==> src/common/vco_cfg_regs.svh <==
// register selects, field positions and reset values of the vco configuration block
`ifndef VCO_CFG_REGS_SVH
`define VCO_CFG_REGS_SVH
`define SEL_LSB        0
`define SEL_MSB        4
`define SEL_POWER      5'h00
`define SEL_ADC        5'h02
`define SEL_READBACK   5'h03
`define SEL_TESTBUS    5'h04
`define SEL_FRAC_MSB   5'h05
`define SEL_FRAC_LSB   5'h06
`define SEL_REFSETUP   5'h07
`define SEL_CALDIV     5'h08
`define SEL_NINE       5'h09
`define SEL_TEN        5'h0A
`define SEL_CNTRST     5'h0B
`define PWR_LO         5
`define PWR_TX1        6
`define PWR_TX2        7
`define PWR_ADC        8
`define PWR_VCOCAL     9
`define PWR_VCO        10
`define PWR_TX1CAL     11
`define PWR_TX2CAL     12
`define PWR_NCNT       14
`define PWR_RCNT       15
`define ADC_START_BIT  15
`define RB_MSB         10
`define RB_LSB         5
`define RB_ADC_CODE    6'h16
`define TB_SEL_MSB     14
`define TB_SEL_LSB     5
`define TB_TO_PIN      15
`define TB_TO_ADC      16
`define TB_TEMP_CODE   10'h103
`define INT_MSB        28
`define INT_LSB        17
`define FMSB_MSB       16
`define FMSB_LSB       5
`define FLSB_MSB       17
`define FLSB_LSB       5
`define FLSB_WIDTH     13
`define INT_MIN        12'h04B
`define RDIV_MSB       9
`define RDIV_LSB       5
`define RDIV_DOUBLER   10
`define RDIV_HALVING   11
`define MASTER_RST     25
`define CALDIV_MSB     14
`define CALDIV_LSB     5
`define CNTRST_BIT     5
`define PWR_MSB        15
`define PWR_LSB        0
`define RB_LAST_BIT    3'h7
`define RDIV_RESET     5'h01
`define CALDIV_RESET   10'h001
`define WORD_RESET     32'h00000000
`endif

==> src/common/vco_cfg_pkg.sv <==
// types shared by the vco configuration block
`default_nettype none
package vco_cfg_pkg;
    typedef logic [31:0] word_t;
    typedef logic [4:0]  sel_t;
    typedef enum logic [1:0] {
        RB_IDLE  = 2'b00,
        RB_SHIFT = 2'b01,
        RB_DONE  = 2'b10
    } rb_state_t;
endpackage
`default_nettype wire

==> src/common/word_bus_if.sv <==
// words and serial clock events passed from the shift front end to the core
`default_nettype none
interface word_bus_if;
    logic                 word_valid;
    vco_cfg_pkg::word_t   word;
    logic                 sclk_fall;
    modport rx   (output word_valid, output word, output sclk_fall);
    modport core (input word_valid, input word, input sclk_fall);
endinterface
`default_nettype wire

==> src/rtl/radar_vco_config_sequencer.sv <==
// register bank, reference and calibration dividers and readback of the radar vco
`default_nettype none
`include "vco_cfg_regs.svh"
module radar_vco_config_sequencer (
    // clock and reset
    input  wire logic          MCLK,
    input  wire logic          NRST,
    // serial programming pins
    input  wire logic          SCLK,
    input  wire logic          SDATA,
    input  wire logic          SLE,
    input  wire logic          SCE,
    output logic               DOUT,
    // analog side
    input  wire logic          REF_IN,
    input  wire logic [7:0]    ADC_RESULT,
    // power and calibration controls
    output logic               LO_ENABLE,
    output logic               TRANSMIT_CHANNEL_ONE,
    output logic               TRANSMIT_CHANNEL_TWO,
    output logic               TX_CONFLICT,
    output logic               VCO_ENABLE,
    output logic               VCO_CAL,
    output logic               TX1_CAL,
    output logic               TX2_CAL,
    output logic               ADC_ENABLE,
    output logic               ADC_START,
    // test bus routing
    output logic               ANALOG_PROBE_PIN,
    output logic               ADC_FROM_TESTBUS,
    // synthesis values and ticks
    output logic [11:0]        INT_VALUE,
    output logic               INT_ILLEGAL,
    output logic [24:0]        FRAC_VALUE,
    output logic               RDIV_ILLEGAL,
    output logic               PFD_TICK,
    output logic               CAL_TICK,
    output logic               COUNTER_RESET,
    output logic [31:0]        SETUP_NINE,
    output logic [31:0]        SETUP_TEN
);
    word_bus_if wb ();

    serial_word_rx u_rx (
        .MCLK  (MCLK),
        .NRST  (NRST),
        .SCLK  (SCLK),
        .SDATA (SDATA),
        .SLE   (SLE),
        .SCE   (SCE),
        .wb    (wb.rx)
    );

    function automatic logic wr_hit(input logic valid, input vco_cfg_pkg::word_t w,
                                    input vco_cfg_pkg::sel_t sel);
        wr_hit = valid && (w[`SEL_MSB:`SEL_LSB] == sel);
    endfunction

    // register state
    logic [15:0]               power_r;
    logic [5:0]                rb_code_r;
    logic                      tb_pin_r;
    logic                      tb_adc_r;
    logic [9:0]                tb_sel_r;
    logic [11:0]               int_r;
    logic [11:0]               fmsb_r;
    logic [12:0]               flsb_r;
    logic [4:0]                rdiv_r;
    logic                      dbl_r;
    logic                      half_r;
    logic [9:0]                caldiv_r;
    logic                      cnt_rst_r;
    logic                      adc_start_r;
    vco_cfg_pkg::word_t        nine_r;
    vco_cfg_pkg::word_t        ten_r;

    // write decode
    logic                      wr_power;
    logic                      wr_adc;
    logic                      wr_rb;
    logic                      wr_tb;
    logic                      wr_fmsb;
    logic                      wr_flsb;
    logic                      wr_ref;
    logic                      wr_cal;
    logic                      wr_nine;
    logic                      wr_ten;
    logic                      wr_cnt;
    logic                      master_rst;
    vco_cfg_pkg::word_t        w;

    assign w          = wb.word;
    assign wr_power   = wr_hit(wb.word_valid, w, `SEL_POWER);
    assign wr_adc     = wr_hit(wb.word_valid, w, `SEL_ADC);
    assign wr_rb      = wr_hit(wb.word_valid, w, `SEL_READBACK);
    assign wr_tb      = wr_hit(wb.word_valid, w, `SEL_TESTBUS);
    assign wr_fmsb    = wr_hit(wb.word_valid, w, `SEL_FRAC_MSB);
    assign wr_flsb    = wr_hit(wb.word_valid, w, `SEL_FRAC_LSB);
    assign wr_ref     = wr_hit(wb.word_valid, w, `SEL_REFSETUP);
    assign wr_cal     = wr_hit(wb.word_valid, w, `SEL_CALDIV);
    assign wr_nine    = wr_hit(wb.word_valid, w, `SEL_NINE);
    assign wr_ten     = wr_hit(wb.word_valid, w, `SEL_TEN);
    assign wr_cnt     = wr_hit(wb.word_valid, w, `SEL_CNTRST);
    assign master_rst = wr_ref && w[`MASTER_RST];

    // master reset returns every register to its reset value (ratio and calibration divider to 1), itself included, so it acts as one shot
    always_ff @(posedge MCLK) begin
        if (!NRST || master_rst) begin
            power_r     <= 16'h0000;
            rb_code_r   <= 6'h00;
            tb_pin_r    <= 1'b0;
            tb_adc_r    <= 1'b0;
            tb_sel_r    <= 10'h000;
            int_r       <= 12'h000;
            fmsb_r      <= 12'h000;
            flsb_r      <= 13'h0000;
            rdiv_r      <= `RDIV_RESET;
            dbl_r       <= 1'b0;
            half_r      <= 1'b0;
            caldiv_r    <= `CALDIV_RESET;
            cnt_rst_r   <= 1'b0;
            nine_r      <= `WORD_RESET;
            ten_r       <= `WORD_RESET;
        end else begin
            if (wr_power) begin
                power_r <= w[`PWR_MSB:`PWR_LSB];
            end
            if (wr_rb) begin
                rb_code_r <= w[`RB_MSB:`RB_LSB];
            end
            if (wr_tb) begin
                tb_pin_r <= w[`TB_TO_PIN];
                tb_adc_r <= w[`TB_TO_ADC];
                tb_sel_r <= w[`TB_SEL_MSB:`TB_SEL_LSB];
            end
            if (wr_fmsb) begin
                int_r  <= w[`INT_MSB:`INT_LSB];
                fmsb_r <= w[`FMSB_MSB:`FMSB_LSB];
            end
            if (wr_flsb) begin
                flsb_r <= w[`FLSB_MSB:`FLSB_LSB];
            end
            if (wr_ref) begin
                rdiv_r <= w[`RDIV_MSB:`RDIV_LSB];
                dbl_r  <= w[`RDIV_DOUBLER];
                half_r <= w[`RDIV_HALVING];
            end
            if (wr_cal) begin
                caldiv_r <= w[`CALDIV_MSB:`CALDIV_LSB];
            end
            if (wr_nine) begin
                nine_r <= w;
            end
            if (wr_ten) begin
                ten_r <= w;
            end
            if (wr_cnt) begin
                cnt_rst_r <= w[`CNTRST_BIT];
            end
        end
    end
    // reference divider chain
    logic                      ref_d_r;
    logic [4:0]                rcnt_r;
    logic [4:0]                rcnt_nxt;
    logic                      half_tgl_r;
    logic                      pfd_r;
    logic [9:0]                ccnt_r;
    logic [9:0]                ccnt_nxt;
    logic                      cal_r;
    logic                      ref_evt;
    logic                      r_wrap;
    logic                      pfd_nxt;
    logic                      c_wrap;
    logic                      cnt_hold;
    logic                      rdiv_bad;

    // doubler is done by counting both reference edges instead of rising only
    assign ref_evt  = dbl_r ? (REF_IN ^ ref_d_r) : (REF_IN & ~ref_d_r);
    assign rdiv_bad = (rdiv_r == 5'h00);
    // counters are held cleared while in reset, while the r counter is down or on a zero ratio
    assign cnt_hold = cnt_rst_r | ~power_r[`PWR_RCNT] | rdiv_bad;
    assign r_wrap   = ref_evt && (rcnt_r == rdiv_r - 5'h01);
    assign rcnt_nxt = r_wrap ? 5'h00 : (ref_evt ? rcnt_r + 5'h01 : rcnt_r);
    assign pfd_nxt  = r_wrap && (!half_r || half_tgl_r);
    assign c_wrap   = pfd_nxt && (ccnt_r >= caldiv_r - 10'h001);
    assign ccnt_nxt = c_wrap ? 10'h000 : (pfd_nxt ? ccnt_r + 10'h001 : ccnt_r);
    // adc start is a write-triggered pulse, not a stored level
    always_ff @(posedge MCLK) begin
        if (!NRST) begin
            ref_d_r     <= 1'b0;
            adc_start_r <= 1'b0;
        end else begin
            ref_d_r     <= REF_IN;
            adc_start_r <= wr_adc && w[`ADC_START_BIT];
        end
    end

    always_ff @(posedge MCLK) begin
        if (!NRST || cnt_hold || master_rst) begin
            rcnt_r     <= 5'h00;
            half_tgl_r <= 1'b0;
            pfd_r      <= 1'b0;
            ccnt_r     <= 10'h000;
            cal_r      <= 1'b0;
        end else begin
            rcnt_r     <= rcnt_nxt;
            half_tgl_r <= r_wrap ? ~half_tgl_r : half_tgl_r;
            pfd_r      <= pfd_nxt;
            ccnt_r     <= ccnt_nxt;
            cal_r      <= c_wrap;
        end
    end

    // readback shifter: adc code loaded on the readback write, shifted on sclk falls
    vco_cfg_pkg::rb_state_t    rb_state_r;
    vco_cfg_pkg::rb_state_t    rb_state_nxt;
    logic [7:0]                rb_shift_r;
    logic [2:0]                rb_cnt_r;
    logic                      rb_load;
    logic                      dout_r;

    assign rb_load = wr_rb && (w[`RB_MSB:`RB_LSB] == `RB_ADC_CODE);

    always_comb begin
        rb_state_nxt = rb_state_r;
        case (rb_state_r)
            vco_cfg_pkg::RB_IDLE: begin
                if (rb_load) begin
                    rb_state_nxt = vco_cfg_pkg::RB_SHIFT;
                end
            end
            vco_cfg_pkg::RB_SHIFT: begin
                if (wb.sclk_fall && rb_cnt_r == `RB_LAST_BIT) begin
                    rb_state_nxt = vco_cfg_pkg::RB_DONE;
                end
            end
            vco_cfg_pkg::RB_DONE: begin
                if (rb_load) begin
                    rb_state_nxt = vco_cfg_pkg::RB_SHIFT;
                end
            end
            default: begin
                rb_state_nxt = vco_cfg_pkg::RB_IDLE;
            end
        endcase
    end

    // msb sits on the pin right after the load, each falling edge brings the next bit
    always_ff @(posedge MCLK) begin
        if (!NRST || master_rst) begin
            rb_state_r <= vco_cfg_pkg::RB_IDLE;
            rb_shift_r <= 8'h00;
            rb_cnt_r   <= 3'h0;
            dout_r     <= 1'b0;
        end else begin
            rb_state_r <= rb_state_nxt;
            if (rb_load) begin
                rb_shift_r <= {ADC_RESULT[6:0], 1'b0};
                rb_cnt_r   <= 3'h0;
                dout_r     <= ADC_RESULT[7];
            end else if (rb_state_r == vco_cfg_pkg::RB_SHIFT && wb.sclk_fall) begin
                rb_shift_r <= {rb_shift_r[6:0], 1'b0};
                rb_cnt_r   <= rb_cnt_r + 3'h1;
                dout_r     <= (rb_cnt_r == `RB_LAST_BIT) ? 1'b0 : rb_shift_r[7];
            end
        end
    end

    // registered outputs
    logic                      both_tx;
    logic                      temp_sel;
    logic [24:0]               frac_sum;

    // both channels requested: neither is powered and the conflict is flagged
    assign both_tx  = power_r[`PWR_TX1] & power_r[`PWR_TX2];
    assign temp_sel = (tb_sel_r == `TB_TEMP_CODE);
    assign frac_sum = {fmsb_r, {`FLSB_WIDTH{1'b0}}} + {12'h000, flsb_r};

    always_ff @(posedge MCLK) begin
        if (!NRST) begin
            {LO_ENABLE, TRANSMIT_CHANNEL_ONE, TRANSMIT_CHANNEL_TWO, TX_CONFLICT, VCO_ENABLE, VCO_CAL} <= 6'h00;
            {TX1_CAL, TX2_CAL, ADC_ENABLE, ADC_START, ANALOG_PROBE_PIN, ADC_FROM_TESTBUS} <= 6'h00;
            INT_VALUE            <= 12'h000;
            INT_ILLEGAL          <= 1'b1;
            FRAC_VALUE           <= 25'h0000000;
            {RDIV_ILLEGAL, PFD_TICK, CAL_TICK, COUNTER_RESET, DOUT} <= 5'h00;
            SETUP_NINE           <= `WORD_RESET;
            SETUP_TEN            <= `WORD_RESET;
        end else begin
            LO_ENABLE            <= power_r[`PWR_LO];
            TRANSMIT_CHANNEL_ONE <= power_r[`PWR_TX1] & ~both_tx;
            TRANSMIT_CHANNEL_TWO <= power_r[`PWR_TX2] & ~both_tx;
            TX_CONFLICT          <= both_tx;
            {VCO_ENABLE, VCO_CAL, TX1_CAL, TX2_CAL, ADC_ENABLE} <= {power_r[`PWR_VCO], power_r[`PWR_VCOCAL],
                power_r[`PWR_TX1CAL], power_r[`PWR_TX2CAL], power_r[`PWR_ADC]};
            ADC_START            <= adc_start_r;
            ANALOG_PROBE_PIN     <= tb_pin_r & temp_sel;
            ADC_FROM_TESTBUS     <= tb_adc_r;
            INT_VALUE            <= int_r;
            INT_ILLEGAL          <= (int_r < `INT_MIN);
            FRAC_VALUE           <= frac_sum;
            RDIV_ILLEGAL         <= rdiv_bad;
            PFD_TICK             <= pfd_r;
            CAL_TICK             <= cal_r;
            COUNTER_RESET        <= cnt_rst_r;
            SETUP_NINE           <= nine_r;
            SETUP_TEN            <= ten_r;
            DOUT                 <= dout_r;
        end
    end
endmodule // radar_vco_config_sequencer
`default_nettype wire

==> src/rtl/serial_word_rx.sv <==
// serial shift front end: 32-bit words, msb first, taken on the load strobe
`default_nettype none
`include "vco_cfg_regs.svh"
module serial_word_rx (
    // clock and reset
    input  wire logic   MCLK,
    input  wire logic   NRST,
    // serial pins
    input  wire logic   SCLK,
    input  wire logic   SDATA,
    input  wire logic   SLE,
    input  wire logic   SCE,
    // words to the core
    word_bus_if.rx      wb
);
    logic                sclk_d_r;
    logic                sle_d_r;
    vco_cfg_pkg::word_t  shift_r;
    vco_cfg_pkg::word_t  shift_nxt;
    logic                sclk_rise;
    logic                sle_rise;

    // pins are synchronous to MCLK, so one delay stage is enough for edges
    assign sclk_rise = SCLK & ~sclk_d_r & SCE;
    assign sle_rise  = SLE & ~sle_d_r & SCE;
    assign shift_nxt = sclk_rise ? {shift_r[30:0], SDATA} : shift_r;

    always_ff @(posedge MCLK) begin
        if (!NRST) begin
            sclk_d_r      <= 1'b0;
            sle_d_r       <= 1'b0;
            shift_r       <= `WORD_RESET;
            wb.word       <= `WORD_RESET;
            wb.word_valid <= 1'b0;
            wb.sclk_fall  <= 1'b0;
        end else begin
            sclk_d_r      <= SCLK;
            sle_d_r       <= SLE;
            shift_r       <= shift_nxt;
            wb.word_valid <= sle_rise;
            wb.sclk_fall  <= ~SCLK & sclk_d_r & SCE;
            if (sle_rise) begin
                wb.word <= shift_r;
            end
        end
    end
endmodule // serial_word_rx
`default_nettype wire
==> config.mk <==
export PLATFORM = sky130hd
export DESIGN_NAME = radar_vco_config_sequencer
export DESIGN_NICKNAME = d
export VERILOG_FILES = /design/src/common/vco_cfg_pkg.sv /design/src/common/word_bus_if.sv /design/src/rtl/radar_vco_config_sequencer.sv /design/src/rtl/serial_word_rx.sv
export VERILOG_INCLUDE_DIRS = /design/src /design/src/common
export SDC_FILE = /design/constraint.sdc
export NUM_CORES = 1
export LEC_CHECK = 0
export ABC_AREA = 1
export BUFFER_PORTS_ARGS = -buffer_cell sky130_fd_sc_hd__buf_4
export CAP_MARGIN = 5
export CORE_ASPECT_RATIO = 1.5
export CORE_MARGIN = 3
export CORE_UTILIZATION = 43
export CTS_BUF_LIST = sky130_fd_sc_hd__clkbuf_8 sky130_fd_sc_hd__clkbuf_16
export CTS_CLUSTER_SIZE = 30
export DETAILED_ROUTE_END_ITERATION = 10
export PLACE_DENSITY = 0.74
export SLEW_MARGIN = 30
export SYNTH_ARGS = -nofsm -noshare
export SYNTH_HDL_FRONTEND = slang
export SYNTH_SLANG_ARGS = --single-unit
==> constraint.sdc <==
create_clock -name MCLK -period 2.27 [get_ports MCLK]
set_input_delay 0.1135 -clock MCLK [delete_from_list [all_inputs] [get_ports MCLK]]
set_output_delay 0.1135 -clock MCLK [all_outputs]
set_load 0.03 [all_outputs]
==> impl_metrics.tcl, run 1 <==
set metrics [dict create \
    ctsRootBufferMaster "clkbuf_16" \
    yosys.area.top_type "dfxtp_1" \
    switching_power_mw 2.79 \
    dp.cells 2101 \
    switching_share_pct 22.2 \
    hold_viol 0 \
    area_growth_pct 22.1 \
    place_area_mm2 0.0143 \
    violations "setup timing" \
    grt_overflow 0 \
    drc 0 \
    final_cell_mix "nand2_1, dfxtp_1, inv_1, buf_4, a21oi_1" \
    postSynthAreaPerCell_um2 7.96 \
    start_util_pct 43.7 \
    clk_latency_ns 0.52 \
    arrival_ns 2.75 \
    insertedDiodeCount 0 \
    vias_per_cell 4.95 \
    synth_seq_cells 360 \
    pwr-share-comb_pct 4.0 \
    intPower_mw 9.80 \
    gp_congestion 0.810 \
    peakVddDrop_mv 0.655 \
    worst_setup_path_start_kind "register" \
    routed_wl_um 32100 \
    wl_per_cell_um 14.7 \
    coreArea_mm2 0.0296 \
    path_max_fanout 5 \
    die_height_um 218 \
    final_common_cell "nand2_1" \
    cts_tree "built" \
    drive_above_1_share_pct 16.0 \
    hold_depth 4 \
    post-route-util_pct 53.4 \
    grt_pass1_wl_um 50400 \
    clockBufferDepth 3 \
    grt_pass1_vias 10200 \
    postSynthCellCount 1624 \
    fp.dieArea_mm2 0.0322 \
    track_usage_pct 19.1 \
    min_period_ns 2.34 \
    numCtsBuffers 34 \
    setup_ws_ns -0.0666 \
    port_buffers 133 \
    post-route-period-util_pct 103 \
    rows 77 \
    fin_skew_ns 0.0159 \
    pwr-share-seq_pct 51.7 \
    vias 10800 \
    ys_seq_area_share_pct 55.8 \
    fmax_ghz 0.428 \
    hp-class "in2reg" \
    dr.pass1.iters 6 \
    path_clk_slew_ns 0.06 \
    relSlewSlack_pct 37.9 \
    drt_iter0_drc 828 \
    endpoint_kind "register" \
    power_leakage_nw 7.20 \
    p_clk_share_pct 44.3 \
    worstPathRequired_ns 2.68 \
    htreeDepth 2 \
    worst_pin_slew_ns 0.926 \
    synth_top_area_share_pct 55.8 \
    worstRegToRegCells 15 \
    ys_warn_count 0 \
    grt_antenna_before_repair 0 \
    setup_viol 10 \
    netlist_area_mm2 0.0129 \
    finish.instance_area_mm2 0.0158 \
    grt_max_degree 184 \
    antenna_left 0 \
    drv_cap 0 \
    status "complete, but fails checks" \
    synthDistinctLibCells 38 \
    pre_cts_ws_ns -0.282 \
    die_w_um 148 \
    synthTopCellsByArea "dfxtp_1, nand2_1, inv_1" \
    maxSlewViolCount 0 \
    powerDensity_mw_per_mm2 797 \
    syn_nets 1656 \
    crit_type "reg2reg" \
    clkSinkCount 360 \
    rsz0062_at_grt "true" \
    nets 1793 \
    pin_count 134 \
    hpwl_um 20700 \
    final_cells 2180 \
]
==> kinds of logic after synthesis <==
group	share of synthesized area, %
and+or+nand+nor	21.7
DFF	55.8
buffers and inverters	9.29
AOI/OAI and AO/OA	10.4
xor gates and xnor gates	1.22
adders and majority gates	1.65
==> stage by stage <==
| stage | hold slack [ns] | setup TNS, ns | total power, mW |
|---|---|---|---|
| after global placement | 0.309 | -1.17 | 7.10 |
| after floorplan | 0.190 | 0 | 6.92 |
| after detailed placement | 0.316 | -2.81 | 7.11 |
| final | 0.0610 | -0.585 | 12.6 |
| after global routing | 0.0704 | -2.37 | 13.0 |
| after CTS | 0.0417 | -1.43 | 12.7 |
==> Yosys cell counts <==
cell,instances
nor2_1,151
nand2_2,3
nand4_1,8
buf_4,16
o21ai_0,88
o21bai_1,1
nand2_4,2
nor3b_1,1
a31oi_1,5
o211ai_1,2
o21a_1,6
xnor2_1,3
inv_2,5
buf_6,3
o22ai_1,1
a211oi_1,1
a31oi_2,1
or2_2,2
nand2_1,384
a21o_1,1
dfxtp_1,360
buf_1,5
nor2_2,4
ha_1,17
inv_1,202
o31ai_1,1
xor2_1,15
nand4_2,1
nor4_1,4
buf_2,15
nor3_2,1
nand3_1,98
nand3b_1,2
a21oi_1,151
nor2_4,4
o21ai_2,1
nor3_1,12
clkbuf_1,47
==> critical path, stage by stage (launching register included) <==
cell and delay, ns:
dfxtp_2 0.32, inv_2 0.09, ha_4 0.14, nand3_2 0.09
nor3_2 0.22, buf_4 0.15, xor2_1 0.14, inv_1 0.06
ha_1 0.28, nand2_2 0.07, nor2_4 0.12, o211ai_1 0.10
nand4_1 0.12, nand3_2 0.14, nand2_4 0.14, nor2_1 0.06
==> power groups by stage <==
stage,combinational (mW),sequential [mW],clock [mW]
3_5_place_dp,0.472,6.64,0
4_1_cts,0.498,6.50,5.69
5_1_grt,0.558,6.51,5.92
6_report,0.506,6.50,5.58
3_3_place_gp,0.462,6.64,0
2_1_floorplan,0.320,6.60,0
==> state kept, by name, indices dropped and copies added (netlist names), 13 cells and up <==
register and count:
SETUP_NINE 32, SETUP_TEN 32, nine_r 32, ten_r 32
u_rx.shift_r 32, u_rx.wb.word 32, FRAC_VALUE 25, flsb_r 13
==> layer usage <==
| layer | wire length (um) | track usage [%] | vias up |
|---|---|---|---|
| met4 | 1600 | 9.14 | 0 |
| met2 | 16400 | 35.0 | 320 |
| met1 | 12300 | 21.5 | 5047 |
| met3 | 1780 | 3.13 | 88 |
| li1 | - | - | 5338 |
| met5 | 0 | 0 | - |
==> area by class of cell <==
cell class / count / area [um^2]
timing repair buffer: 186 / 1510
sequential: 360 / 7210
multi-input combinational: 972 / 4680
clock inverter: 18 / 116
fill: 2623 / 13800
clock buffer: 42 / 995
inverter: 207 / 777
tap: 395 / 494
==> final timing paths <==
check	startpoint	slack (ns)	end
setup reg to reg	caldiv_r[0]$_SDFFE_PP1P_	-0.07	ccnt_r[0]$_SDFFE_PP0P_
hold reg to reg	pfd_r$_SDFF_PP0_	0.42	PFD_TICK$_SDFF_PN0_
setup / recovery	caldiv_r[0]$_SDFFE_PP1P_	-0.07	ccnt_r[0]$_SDFFE_PP0P_
hold / removal	NRST	0.06	u_rx.wb.word_valid$_SDFF_PN0_
==> timing repair <==
action | 4_1_cts | 5_1_grt
pin swaps | 16 | 14
gates cloned | 1 | 0
hold buffers | 13 | 0
setup endpoints to repair | 11 | 11
buffers inserted | 8 | 1
hold endpoints to repair | 13 | 0
resized for setup | 15 | 26
Power figures use the tool's default switching activity.
==> run 2: changes to the inputs <==
Settings changed: CORE_UTILIZATION 43 to 35, PLACE_DENSITY 0.74 to 0.64.
==> impl_metrics.tcl, run 2 (synthesis gave the netlist of run 1 again) <==
set metrics [dict create \
    status "complete, but fails checks" \
    violations "setup timing" \
    final_cell_mix "nand2_1, dfxtp_1, inv_1, buf_4, a21oi_1" \
    port_buffers 133 \
    htreeDepth 2 \
    vias 10700 \
    drive_above_1_share_pct 15.8 \
    antenna_left 0 \
    post-route-period-util_pct 103 \
    r2r-start "caldiv_r[2]$_SDFFE_PP0P_" \
    power_mw 13.1 \
    gp_congestion 0.814 \
    numCtsBuffers 36 \
    hold_end "u_rx.wb.word[26]$_SDFFE_PN0P_" \
    drv_cap 0 \
    ff2ff_setup_slack_ns -0.07 \
    arrival_ns 2.77 \
    routed_wl_um 33200 \
    drc 0 \
    rows 85 \
    hold_viol 0 \
    ctsRootBufferMaster "clkbuf_16" \
    hp-class "in2reg" \
    die_w_um 163 \
    track_usage_pct 16.5 \
    worst_setup_path_start_kind "register" \
    cts_tree "built" \
    grt_pass1_vias 10300 \
    startpoint "caldiv_r[2]$_SDFFE_PP0P_" \
    area_growth_pct 23.3 \
    drt_iter0_drc 618 \
    vias_per_cell 4.71 \
    endpoint_kind "register" \
    pin_count 134 \
    start_util_pct 35.7 \
    grt_overflow 0 \
    nets 1799 \
    dr.pass1.iters 5 \
    grt_pass1_wl_um 52600 \
    relSlewSlack_pct 45.7 \
    rsz0062_at_grt "true" \
    hold_depth 6 \
    hpwl_um 22000 \
    peakVddDrop_mv 0.617 \
    powerDensity_mw_per_mm2 821 \
    hold_ws_ns 0.284 \
    worstPathRequired_ns 2.70 \
    die_height_um 241 \
    fp.dieArea_mm2 0.0393 \
    path_max_fanout 5 \
    clkSinkCount 360 \
    clockBufferDepth 3 \
    coreArea_mm2 0.0362 \
    final_common_cell "nand2_1" \
    hp-start "SCE" \
    fmax_ghz 0.427 \
    min_period_ns 2.34 \
    power_leakage_nw 7.23 \
    r2r_end "ccnt_r[0]$_SDFFE_PP0P_" \
    grt_antenna_before_repair 0 \
    crit_type "reg2reg" \
    setup_viol 10 \
    worstRegToRegCells 15 \
    fin_skew_ns 0.0148 \
    worst_pin_slew_ns 0.810 \
    path_clk_slew_ns 0.06 \
    grt_max_degree 58 \
    maxSlewViolCount 0 \
    insertedDiodeCount 0 \
    clk_latency_ns 0.53 \
    wl_per_cell_um 14.6 \
    setup_ws_ns -0.0734 \
]
## run 2: worst max-delay path by stage
stage                                        end  slack (ns)  cells past startpoint
after global routing      ccnt_r[0]$_SDFFE_PP0P_       -0.27                     15
after detailed placement  ccnt_r[4]$_SDFFE_PP0P_       -0.25                     15
after CTS                 ccnt_r[0]$_SDFFE_PP0P_       -0.14                     15
after global placement    ccnt_r[8]$_SDFFE_PP0P_       -0.15                     15
after floorplan           ccnt_r[0]$_SDFFE_PP0P_        0.01                     15
final                     ccnt_r[0]$_SDFFE_PP0P_       -0.07                     15
## run 2: layout make-up
class | count | area, um^2
Clock inverter | 25 | 250
Multi-Input combinational cell | 972 | 4640
Inverter | 207 | 777
Clock buffer | 40 | 967
Tap cell | 478 | 598
Fill cell | 3692 | 20200
Timing Repair Buffer | 190 | 1500
Sequential cell | 360 | 7210
## run 2: worst max-delay path, cell delays in order, from the launching register on
cell and delay [ns]:
dfxtp_2 0.33, nor2_2 0.11, nand2_2 0.08, nor3_4 0.16, nand3_2 0.11, nor3_2 0.14, xor2_1 0.19, inv_1 0.10
ha_4 0.29, nand2_2 0.05, nor2_2 0.12, o211ai_1 0.09, nand4_1 0.13, nand3_2 0.14, nand2_4 0.14, nor2_1 0.05
## run 2: repair_timing
| action | 4_1_cts | 5_1_grt |
|---|---|---|
| endpoints found under the setup margin | 11 | 11 |
| hold endpoints to repair | 25 | 0 |
| buffers inserted | 2 | 0 |
| gates cloned | 1 | 0 |
| resized for setup | 13 | 14 |
| hold buffers | 15 | 0 |
| pin swaps | 21 | 12 |
## run 2: through the flow
| step | std cells | util (%) | TNS (ns) | area (um^2) | setup slack [ns] |
|---|---|---|---|---|---|
| final | 2272 | 44.1 | -0.689 | 15900 | -0.0734 |
| after CTS | 2272 | 43.9 | -1.25 | 15900 | -0.140 |
| after detailed placement | 2189 | 39.9 | -2.44 | 14400 | -0.248 |
| after global placement | 2189 | 39.9 | -1.44 | 14400 | -0.145 |
| after global routing | 2272 | 44.1 | -2.65 | 15900 | -0.268 |
| after floorplan | 1624 | - | 0 | 12900 | 0.0144 |
## run 2: power breakdown
part	internal, mW	switching (mW)	total, mW
Sequential	6.40	0.101	6.50
Clock	3.55	2.53	6.08
Combinational	0.161	0.334	0.495
Total	10.1	2.97	13.1
## run 2: layer usage
metal	share of wire (%)	routed length, um	GRT usage (%)
met4	3.1	1020	6.39
met2	52	17300	30.7
met5	0	0	0
met1	40	13300	18.8
met3	4.8	1600	2.75
